### config.mk
export PLATFORM = sky130hd
export DESIGN_NAME = flash_host
export DESIGN_NICKNAME = d
export VERILOG_FILES = /design/src/hw/flash_host.v
export VERILOG_INCLUDE_DIRS = /design/src /design/src/include
export SDC_FILE = /design/constraint.sdc
export NUM_CORES = 1
export LEC_CHECK = 0
export ABC_AREA = 1
export BUFFER_PORTS_ARGS = -buffer_cell sky130_fd_sc_hd__buf_2
export CAP_MARGIN = 40
export CORE_MARGIN = 1
export CORE_UTILIZATION = 45
export CTS_CLUSTER_SIZE = 8
export DETAILED_ROUTE_END_ITERATION = 12
export GPL_TIMING_DRIVEN = 1
export PLACE_DENSITY = 0.67
export SLEW_MARGIN = 0
export SYNTH_ARGS = -nofsm -noshare
export SYNTH_HDL_FRONTEND = slang
export SYNTH_SLANG_ARGS = --single-unit
### constraint.sdc
create_clock -name ref_clk -period 3.7 [get_ports ref_clk]
set_input_delay 0.37 -clock ref_clk [delete_from_list [all_inputs] [get_ports ref_clk]]
set_output_delay 0.37 -clock ref_clk [all_outputs]
set_load 0.01 [all_outputs]
### src/include/flash_host_consts.vh
// constants for the flash command host controller
`ifndef FLASH_HOST_CONSTS_VH
`define FLASH_HOST_CONSTS_VH
// software register offsets (word index on the local port)
`define REG_CTRL 4'h0
`define REG_ADDR_LO 4'h1
`define REG_ADDR_HI 4'h2
`define REG_WDATA 4'h3
`define REG_RDATA 4'h4
`define REG_STAT 4'h5
`define REG_PINS 4'h6
`define REG_BUSY_TIME 4'h7
// control register fields
`define CTRL_GO_BIT 0
`define CTRL_READ_BIT 1
`define CTRL_PWRDN_BIT 2
`define CTRL_BOOTPROT_BIT 3
`define CTRL_SUPPLY_BIT 4
`define CTRL_RESET 16'h000C
// command codes
`define CMD_READ_ARRAY 16'h00FF
`define CMD_READ_ID 16'h0090
`define CMD_READ_STATUS 16'h0070
`define CMD_CLEAR_STATUS 16'h0050
`define CMD_BLOCK_ERASE 16'h0020
`define CMD_CHIP_ERASE 16'h0030
`define CMD_CONFIRM 16'h00D0
`define CMD_WORD_WRITE 16'h0040
`define CMD_WORD_WRITE_ALT 16'h0010
`define CMD_SUSPEND 16'h00B0
`define CMD_LOCK_SETUP 16'h0060
`define CMD_SET_BLOCK_LOCK 16'h0001
`define CMD_SET_PERM_LOCK 16'h00F1
`define CMD_OTP_WRITE 16'h00C0
// identifier addresses and usable otp floor
`define ID_MAKER_ADDR 20'h0_0000
`define ID_DEVICE_ADDR 20'h0_0001
`define ID_PERM_LOCK_ADDR 20'h0_0003
`define OTP_FIRST_USABLE 20'h0_0080
// status bits of the device
`define SR_READY 7
`define SR_ERASE_SUSP 6
`define SR_ERASE_ERR 5
`define SR_WRITE_ERR 4
`define SR_WRITE_SUSP 2
`define SR_PROTECT 1
// bus cycle timing in ref_clk cycles (4 ns each)
`define T_SETUP_CYC 4'd3
`define T_STROBE_CYC 4'd15
`define T_HOLD_CYC 4'd3
// least ref_clk cycles from a resume sent to the next suspend allowed out
`define T_RESUME_GAP_CYC 16'h03e8
// read mode the host believes the device to be in
`define MODE_ARRAY 2'd0
`define MODE_ID 2'd1
`define MODE_STATUS 2'd2
`endif

### src/hw/flash_host.v
// host controller that drives the flash command interface through its pins
`timescale 1ns/100ps
`default_nettype none
`include "flash_host_consts.vh"
// Notes on behaviour
// - command FFH returns device to array read
// - 90H enters identifier and otp read
// - 70H reads status, 50H clears it
// - erase: 20H or 30H then D0H
// - word write: 40H/10H then address and data
// - B0H suspends erase or write
// - D0H resumes suspended operation
// - 60H then 01H, D0H or F1H
// - C0H then otp address/data, below 80H unusable
// - host issues only defined command codes
// - never output gate and write strobe together
module flash_host (
  // clock and reset
  input wire ref_clk,
  input wire arst_n,
  // software register port
  input wire [3:0] reg_addr,
  input wire [15:0] reg_wdata,
  input wire reg_wr,
  input wire reg_rd,
  output reg [15:0] reg_rdata,
  // flash pins
  output reg [19:0] flash_addr,
  output reg flash_ce_n,
  output reg flash_we_n,
  output reg flash_oe_n,
  output reg flash_powerdown_n,
  output reg flash_boot_protect_n,
  output reg program_supply,
  output reg [15:0] dq_out,
  output reg dq_oe,
  input wire [15:0] dq_in,
  input wire flash_ready_busy_od
);
  localparam ST_IDLE = 3'd0;
  localparam ST_SETUP = 3'd1;
  localparam ST_STROBE = 3'd2;
  localparam ST_HOLD = 3'd3;
  localparam ST_DONE = 3'd4;

  reg [2:0] state_reg;
  reg [3:0] cnt_reg;
  reg is_read_reg;
  reg busy_reg;
  reg [15:0] ctrl_reg;
  reg [19:0] addr_reg;
  reg [15:0] wdata_reg;
  reg [15:0] rdata_reg;
  reg [15:0] last_cmd_reg;
  reg err_reg;
  reg [2:0] rb_sync_reg;
  reg rb_level_reg;
  // sequence guards and the host's mirror of device status
  reg [15:0] gap_cnt_reg;
  reg [1:0] read_mode_reg;
  reg [5:0] sr_flags_reg;
  reg suspended_reg;
  reg [15:0] busy_time_reg;
  reg rb_prev_reg;
  wire illegal_cmd;
  wire go;
  wire erase_setup;
  wire lock_setup;
  wire resume_cmd;
  wire bad_second;
  wire otp_low;
  wire early_suspend;
  wire refuse_cmd;
  wire go_taken;

  // only defined codes may go out as command writes; anything else is refused
  assign illegal_cmd = !(wdata_reg == `CMD_READ_ARRAY || wdata_reg == `CMD_READ_ID ||
    wdata_reg == `CMD_READ_STATUS || wdata_reg == `CMD_CLEAR_STATUS ||
    wdata_reg == `CMD_BLOCK_ERASE || wdata_reg == `CMD_CHIP_ERASE ||
    wdata_reg == `CMD_CONFIRM || wdata_reg == `CMD_WORD_WRITE ||
    wdata_reg == `CMD_WORD_WRITE_ALT || wdata_reg == `CMD_SUSPEND ||
    wdata_reg == `CMD_LOCK_SETUP || wdata_reg == `CMD_SET_BLOCK_LOCK ||
    wdata_reg == `CMD_SET_PERM_LOCK || wdata_reg == `CMD_OTP_WRITE);
  // a second-cycle data word follows a setup code and is not a command
  wire data_phase = (last_cmd_reg == `CMD_WORD_WRITE) || (last_cmd_reg == `CMD_WORD_WRITE_ALT)
    || (last_cmd_reg == `CMD_OTP_WRITE);
  assign go = reg_wr && (reg_addr == `REG_CTRL) && reg_wdata[`CTRL_GO_BIT] && !busy_reg;

  // a confirm code after an erase or lock setup is a second cycle, not a resume
  assign erase_setup = (last_cmd_reg == `CMD_BLOCK_ERASE) || (last_cmd_reg == `CMD_CHIP_ERASE);
  assign lock_setup = (last_cmd_reg == `CMD_LOCK_SETUP);
  assign resume_cmd = (wdata_reg == `CMD_CONFIRM) && !erase_setup && !lock_setup &&
    !data_phase;

  // an erase setup only takes a confirm, a lock setup only its three codes
  assign bad_second = (erase_setup && wdata_reg != `CMD_CONFIRM) ||
    (lock_setup && wdata_reg != `CMD_SET_BLOCK_LOCK && wdata_reg != `CMD_CONFIRM &&
    wdata_reg != `CMD_SET_PERM_LOCK);

  // otp words below the usable floor can never be programmed, so they are not sent
  assign otp_low = (last_cmd_reg == `CMD_OTP_WRITE) && (addr_reg < `OTP_FIRST_USABLE);

  // a suspend soon after a resume only stretches the erase, so it is held off
  assign early_suspend = (wdata_reg == `CMD_SUSPEND) && !data_phase &&
    (gap_cnt_reg != 16'h0000);

  // write cycles that never reach the pins; reads always go out
  assign refuse_cmd = (illegal_cmd && !data_phase) || bad_second || otp_low || early_suspend;
  assign go_taken = go && (reg_wdata[`CTRL_READ_BIT] || !refuse_cmd);

  // resume-to-suspend guard: reloads on every resume sent, counts down to zero
  always @(posedge ref_clk or negedge arst_n) begin
    if (!arst_n) begin
      gap_cnt_reg <= 16'h0000;
    end else if (go_taken && !reg_wdata[`CTRL_READ_BIT] && resume_cmd) begin
      gap_cnt_reg <= `T_RESUME_GAP_CYC;
    end else if (gap_cnt_reg != 16'h0000) begin
      gap_cnt_reg <= gap_cnt_reg - 16'h0001;
    end
  end

  // host's own memory of a suspend it sent; it cannot tell whether the
  // device was really busy, so a suspend sent to an idle device still sets it
  always @(posedge ref_clk or negedge arst_n) begin
    if (!arst_n) begin
      suspended_reg <= 1'b0;
    end else if (go_taken && !reg_wdata[`CTRL_READ_BIT] && !data_phase) begin
      if (wdata_reg == `CMD_SUSPEND)
        suspended_reg <= 1'b1;
      else if (resume_cmd)
        suspended_reg <= 1'b0;
    end
  end

  // ready/busy pin is asynchronous: three stages, change counts when last two agree
  always @(posedge ref_clk or negedge arst_n) begin
    if (!arst_n) begin
      rb_sync_reg <= 3'b111;
      rb_level_reg <= 1'b1;
    end else begin
      rb_sync_reg <= {rb_sync_reg[1:0], flash_ready_busy_od};
      if (rb_sync_reg[2] == rb_sync_reg[1])
        rb_level_reg <= rb_sync_reg[2];
    end
  end

  // length of the last busy period on the pin, saturating; the previous-level
  // flop resets high like the idle pin so no false start follows reset
  always @(posedge ref_clk or negedge arst_n) begin
    if (!arst_n) begin
      busy_time_reg <= 16'h0000;
      rb_prev_reg <= 1'b1;
    end else begin
      rb_prev_reg <= rb_level_reg;
      if (rb_prev_reg && !rb_level_reg)
        busy_time_reg <= 16'h0001;
      else if (!rb_level_reg && busy_time_reg != 16'hffff)
        busy_time_reg <= busy_time_reg + 16'h0001;
    end
  end

  // software registers
  always @(posedge ref_clk or negedge arst_n) begin
    if (!arst_n) begin
      ctrl_reg <= `CTRL_RESET;
      addr_reg <= 20'h0_0000;
      wdata_reg <= 16'h0000;
      err_reg <= 1'b0;
    end else if (reg_wr) begin
      if (reg_addr == `REG_CTRL) begin
        ctrl_reg <= {11'h000, reg_wdata[4:2], 1'b0, reg_wdata[`CTRL_READ_BIT]};
        if (go && !reg_wdata[`CTRL_READ_BIT] && refuse_cmd)
          err_reg <= 1'b1;
      end else if (reg_addr == `REG_ADDR_LO) begin
        addr_reg[15:0] <= reg_wdata;
      end else if (reg_addr == `REG_ADDR_HI) begin
        addr_reg[19:16] <= reg_wdata[3:0];
      end else if (reg_addr == `REG_WDATA) begin
        wdata_reg <= reg_wdata;
      end else if (reg_addr == `REG_STAT) begin
        err_reg <= 1'b0;
      end
    end
  end

  // read data one cycle after the read strobe; unmapped reads return zero
  always @(posedge ref_clk or negedge arst_n) begin
    if (!arst_n) begin
      reg_rdata <= 16'h0000;
    end else if (reg_rd) begin
      if (reg_addr == `REG_CTRL)
        reg_rdata <= ctrl_reg;
      else if (reg_addr == `REG_ADDR_LO)
        reg_rdata <= addr_reg[15:0];
      else if (reg_addr == `REG_ADDR_HI)
        reg_rdata <= {12'h000, addr_reg[19:16]};
      else if (reg_addr == `REG_WDATA)
        reg_rdata <= wdata_reg;
      else if (reg_addr == `REG_RDATA)
        reg_rdata <= rdata_reg;
      // status word: 9..4 device flags of the last status read, 3 suspend sent,
      // 2 refused command, 1 device busy from the pin, 0 bus cycle running
      else if (reg_addr == `REG_STAT)
        reg_rdata <= {6'h00, sr_flags_reg, suspended_reg, err_reg, !rb_level_reg, busy_reg};
      else if (reg_addr == `REG_PINS)
        reg_rdata <= last_cmd_reg;
      else if (reg_addr == `REG_BUSY_TIME)
        reg_rdata <= busy_time_reg;
      else
        reg_rdata <= 16'h0000;
    end else begin
      reg_rdata <= 16'h0000;
    end
  end

  // pin levels follow the control register
  always @(posedge ref_clk or negedge arst_n) begin
    if (!arst_n) begin
      flash_powerdown_n <= 1'b0;
      flash_boot_protect_n <= 1'b0;
      program_supply <= 1'b0;
    end else begin
      flash_powerdown_n <= ctrl_reg[`CTRL_PWRDN_BIT];
      flash_boot_protect_n <= ctrl_reg[`CTRL_BOOTPROT_BIT];
      program_supply <= ctrl_reg[`CTRL_SUPPLY_BIT];
    end
  end

  // bus cycle sequencer: setup, strobe, hold; gate and write strobe never overlap
  always @(posedge ref_clk or negedge arst_n) begin
    if (!arst_n) begin
      state_reg <= ST_IDLE;
      cnt_reg <= 4'd0;
      is_read_reg <= 1'b0;
      busy_reg <= 1'b0;
      flash_addr <= 20'h0_0000;
      flash_ce_n <= 1'b1;
      flash_we_n <= 1'b1;
      flash_oe_n <= 1'b1;
      dq_out <= 16'h0000;
      dq_oe <= 1'b0;
      rdata_reg <= 16'h0000;
      last_cmd_reg <= `CMD_READ_ARRAY;
      read_mode_reg <= `MODE_ARRAY;
      sr_flags_reg <= 6'h00;
    end else begin
      case (state_reg)
        ST_IDLE: begin
          // refused codes are dropped so the device never sees them
          if (go_taken) begin
            busy_reg <= 1'b1;
            is_read_reg <= reg_wdata[`CTRL_READ_BIT];
            flash_addr <= addr_reg;
            flash_ce_n <= 1'b0;
            dq_out <= wdata_reg;
            dq_oe <= !reg_wdata[`CTRL_READ_BIT];
            cnt_reg <= `T_SETUP_CYC;
            state_reg <= ST_SETUP;
          end
        end
        ST_SETUP: begin
          if (cnt_reg == 4'd1) begin
            flash_oe_n <= !is_read_reg;
            flash_we_n <= is_read_reg;
            cnt_reg <= `T_STROBE_CYC;
            state_reg <= ST_STROBE;
          end else begin
            cnt_reg <= cnt_reg - 4'd1;
          end
        end
        ST_STROBE: begin
          if (cnt_reg == 4'd1) begin
            // write strobe rises before chip select so the data latch edge is clean
            flash_we_n <= 1'b1;
            flash_oe_n <= 1'b1;
            if (is_read_reg) begin
              rdata_reg <= dq_in;
              // the other status bits mean nothing while the machine is busy
              if (read_mode_reg == `MODE_STATUS && dq_in[`SR_READY])
                sr_flags_reg <= {1'b1, dq_in[`SR_ERASE_SUSP], dq_in[`SR_ERASE_ERR],
                  dq_in[`SR_WRITE_ERR], dq_in[`SR_WRITE_SUSP], dq_in[`SR_PROTECT]};
              else if (read_mode_reg == `MODE_STATUS)
                sr_flags_reg <= 6'h00;
            end
            cnt_reg <= `T_HOLD_CYC;
            state_reg <= ST_HOLD;
          end else begin
            cnt_reg <= cnt_reg - 4'd1;
          end
        end
        ST_HOLD: begin
          if (cnt_reg == 4'd1) begin
            flash_ce_n <= 1'b1;
            dq_oe <= 1'b0;
            state_reg <= ST_DONE;
          end else begin
            cnt_reg <= cnt_reg - 4'd1;
          end
        end
        ST_DONE: begin
          // a data cycle after a setup code clears the sequence memory
          if (!is_read_reg) begin
            last_cmd_reg <= data_phase ? 16'h0000 : dq_out;
            // the device reports status after any two-cycle operation
            if (data_phase || erase_setup || lock_setup) begin
              read_mode_reg <= `MODE_STATUS;
            end else begin
              case (dq_out)
                `CMD_READ_ARRAY: read_mode_reg <= `MODE_ARRAY;
                `CMD_READ_ID: read_mode_reg <= `MODE_ID;
                `CMD_READ_STATUS: read_mode_reg <= `MODE_STATUS;
                default: read_mode_reg <= read_mode_reg;
              endcase
            end
          end
          busy_reg <= 1'b0;
          state_reg <= ST_IDLE;
        end
        default: state_reg <= ST_IDLE;
      endcase
    end
  end
endmodule // flash_host
`default_nettype wire

==> metrics.log <==
[metrics] proportion of total power due to net switching: 0.3237
[metrics] width of the chip: 141.2 µm
[metrics] cell count after placement: 1376
[metrics] share of layout cells above drive strength 1: 0.1681
[metrics] H-tree levels: 4
[metrics] input/output buffers: 99
[metrics] number of global-route vias before repair: 6884
[metrics] weighted congestion at the end of routability-driven global placement: 0.9121
[metrics] Post-CTS Repair Setup Buffers: 0
[metrics] latest clock arrival within the worst-skew pair: 0.45 ns
[metrics] # DRC: 0
[metrics] number of iterations in the first detailed-routing pass: 5
[metrics] cell area after layout: 10110 µm²
[metrics] run status: completed
[metrics] synth-to-layout area growth: 15.94%
[metrics] overall via count from detail_route: 7294
[metrics] clock-pin slew on the worst setup and hold paths: 0.08 ns
[metrics] cts bufs inserted: 17
[metrics] RSZ-0062 raised after global routing: no
[metrics] P_int: 3803 µW
[metrics] startpoint class of the critical path: flop
[metrics] number of slew-limit violations in the final report: 0
[metrics] CP endpoint kind: flop
[metrics] die span in y: 141.2 µm
[metrics] setup violation total in the final timing report: 0
[metrics] placeable core region: 18830 µm²
[metrics] Avg Vias per Cell: 5.180
[metrics] count of state elements after synthesis: 187
[metrics] remaining antenna violation count after routing: 0
[metrics] data required time at the worst endpoint: 4.07 ns
[metrics] number of antenna violations at the first check in global routing: 0
[metrics] number of flops mapped to enable cells by yosys: 0
[metrics] Remaining Overflow, GRT: 0
[metrics] clock tree from TritonCTS: done
[metrics] fraction of the cycle the final worst path needs: 0.6904
[metrics] buffer levels on the longest clock path: 2
[metrics] total number of yosys warnings: 0
[metrics] Sequential Area: 4702 µm²
[metrics] cell area after synthesis: 8721 µm²
[metrics] number of DRC markers in iteration 0: 516
[metrics] quantity of hold-fixing buffers added after cts: 0
[metrics] share of async-settable or async-resettable flops after synthesis: 1.000
[metrics] Setup Total Neg Slack: 0 ns
[metrics] detailed-placement wirelength estimate: 16.53 mm
[metrics] Fmax: 391.5 MHz
[metrics] critical path class: reg -> reg
[metrics] Comb pwr share: 0.180
[metrics] Fin Clk Skew: 0.01423 ns
[metrics] dpl ws: 1.150 ns
[metrics] part of the power in the clock network: 0.348
[metrics] combined area of the multi-input logic cells: 3377 µm²
[metrics] wire length of the first global-routing pass: 36.63 mm
[metrics] Area contributors post-synth: sky130_fd_sc_hd__dfrtp_1 48%, sky130_fd_sc_hd__nand2_1 12%, sky130_fd_sc_hd__o21ai_0 6.7%
[metrics] count of clock tree sinks: 187
[metrics] cell taking the most area after synthesis: sky130_fd_sc_hd__dfrtp_1
[metrics] Least-Margin Pin Slew: 0.8277 ns
[metrics] worst hold margin: 0.01506 ns
[metrics] number of hold violations in the final report: 0
[metrics] number of nets in the synthesized netlist: 1083
[metrics] power density cells: 556.2 nW/µm²
[metrics] number of max-cap violations: 0
[metrics] initial core utilization: 0.4631
[metrics] peak fanout along the critical path: 11
[metrics] GR Layer Usage met2: 0.3755
[metrics] io pins: 100
[metrics] fin cells: 1408
[metrics] Placement Cell Area: 9472 µm²
[metrics] most frequently used flop master after synthesis: sky130_fd_sc_hd__dfrtp_1
[metrics] ant diodes: 0
[metrics] overall routing resource usage: 0.2412
[metrics] setup ws final: 1.146 ns
[metrics] Tmin final: 2.554 ns
[metrics] WL per Instance: 16.00 µm
[metrics] global routing met1 resource utilization: 0.3325
[metrics] sequential fraction of the synthesis area: 0.5392
[metrics] met3 usage in global routing: 0.04857
[metrics] synthesized instance count: 1037
[metrics] per-instance average area after synthesis: 8.410 µm²
[metrics] row count: 50
[metrics] Net count, final: 1181
[metrics] arrival time at the worst endpoint: 2.93 ns
[metrics] Synth top cells by count: 272 x sky130_fd_sc_hd__nand2_1, 169 x sky130_fd_sc_hd__dfrtp_1, 124 x sky130_fd_sc_hd__inv_1
[metrics] Leakage: 0.004996 µW
[metrics] share of the synthesized area in the top cell type: 0.4849
[metrics] Synth cell types: 48
[metrics] area enclosed by the die boundary: 19940 µm²
[metrics] Most Used Layer, Global Route: met2
[metrics] Slew headroom: 0.4482
[metrics] Clock Tree Root: sky130_fd_sc_hd__clkbuf_16
[metrics] count of filler cells inserted in the layout: 1749
[metrics] most numerous cell in the Yosys netlist: sky130_fd_sc_hd__nand2_1
[metrics] PostCTS Resize Cnt: 0
[metrics] share of power burned in registers: 0.472
[metrics] peak supply drop: 0.3390 mV
[metrics] detailed-route wire length: 22.53 mm
[metrics] power dissipated by switching net loads: 1820 µW
[metrics] largest net degree at the start of global routing: 103
[metrics] Hold WC Path Type: in -> reg
==> stage by stage <==
step | utilization | power, µW
6_report | 0.5369 | 5624
2_1_floorplan | - | 3312
5_1_grt | 0.5369 | 5926
3_5_place_dp | 0.5030 | 3700
4_1_cts | 0.5369 | 5664
3_3_place_gp | 0.5030 | 3674
==> area by class of cell <==
class,count,share of cell area
clock buffers,18,0.04344
well taps,260,0.03217
inverters,128,0.04752
repair buffers,110,0.05804
flip-flops and latches,187,0.4650
clock inverters,14,0.01980
multi-input cells,691,0.3340
==> path summary, 6_finish.rpt <==
kind / slack (ns) / cells after the start / end / start
worst max-delay path: 1.15 / 14 / gap_cnt_reg[8] / gap_cnt_reg[0]
worst min-delay path: 0.02 / 1 / rb_sync_reg[0] / flash_ready_busy_od
worst max register to register: 1.15 / 14 / gap_cnt_reg[8] / gap_cnt_reg[0]
worst min register to register: 0.36 / 0 / rb_sync_reg[1] / rb_sync_reg[0]
max in group asynchronous: 2.71 / 2 / ctrl_reg[2] / arst_n
min in group asynchronous: 0.04 / 1 / read_mode_reg[1] / arst_n
==> cell families (layout without fill, tap and decap cells) <==
group / after synthesis / count (layout) / synth area share
simple gates: 475 / 475 / 0.2372
compound gates: 194 / 194 / 0.1250
flops: 187 / 187 / 0.5392
buf+inv: 159 / 270 / 0.07389
xor+xnor: 14 / 14 / 0.01406
fa+ha+maj: 6 / 6 / 0.008321
mux: 2 / 2 / 0.002439
==> power groups by stage <==
stage          registers (µW)  logic, µW  clock network [µW]
3_3_place_gp             2690        987                   0
4_1_cts                  2650       1020                1990
6_report                 2650       1010                1960
2_1_floorplan            2640        677                   0
3_5_place_dp             2690       1010                   0
5_1_grt                  2700       1160                2070
==> metal layers <==
layer | wire length, µm | vias to the layer above
li1 | - | 3576
met4 | 553 | 0
met3 | 1167 | 33
met2 | 10570 | 205
met1 | 10240 | 3480
met5 | 0 | -
==> layout by cell type (no fill, tap or decap), types with 6 or more instances in the layout <==
| cell | Yosys | layout |
|---|---|---|
| sky130_fd_sc_hd__nand2_1 | 272 | 272 |
| sky130_fd_sc_hd__dfrtp_1 | 169 | 169 |
| sky130_fd_sc_hd__inv_1 | 124 | 124 |
| sky130_fd_sc_hd__o21ai_0 | 117 | 117 |
| sky130_fd_sc_hd__buf_2 | 5 | 98 |
| sky130_fd_sc_hd__nor2_1 | 89 | 88 |
| sky130_fd_sc_hd__nand3_1 | 56 | 56 |
| sky130_fd_sc_hd__a21oi_1 | 28 | 28 |
| sky130_fd_sc_hd__dfstp_2 | 18 | 18 |
| sky130_fd_sc_hd__clkbuf_16 | 0 | 17 |
| sky130_fd_sc_hd__nand4_1 | 13 | 13 |
| sky130_fd_sc_hd__o221ai_1 | 12 | 12 |
| sky130_fd_sc_hd__nor3_1 | 11 | 11 |
| sky130_fd_sc_hd__buf_4 | 1 | 11 |
| sky130_fd_sc_hd__xor2_1 | 9 | 9 |
| sky130_fd_sc_hd__o211ai_1 | 7 | 7 |
| sky130_fd_sc_hd__o22ai_1 | 7 | 7 |
| sky130_fd_sc_hd__nand2_2 | 6 | 6 |
==> worst max-delay path: stages, from the launching register on <==
cell	delay (ns)
sky130_fd_sc_hd__dfrtp_1	0.36
sky130_fd_sc_hd__inv_1	0.12
sky130_fd_sc_hd__ha_1	0.16
sky130_fd_sc_hd__nand2_1	0.08
sky130_fd_sc_hd__nor3_2	0.21
sky130_fd_sc_hd__nand2_2	0.14
sky130_fd_sc_hd__nand3_2	0.10
sky130_fd_sc_hd__nand2_2	0.06
sky130_fd_sc_hd__nor2_4	0.09
sky130_fd_sc_hd__nand2_2	0.07
sky130_fd_sc_hd__nand2_4	0.08
sky130_fd_sc_hd__nand3_1	0.07
sky130_fd_sc_hd__nor2_1	0.63
sky130_fd_sc_hd__inv_1	0.21
sky130_fd_sc_hd__nand2_1	0.11
Note: power is estimated with default switching activity, not from simulation.
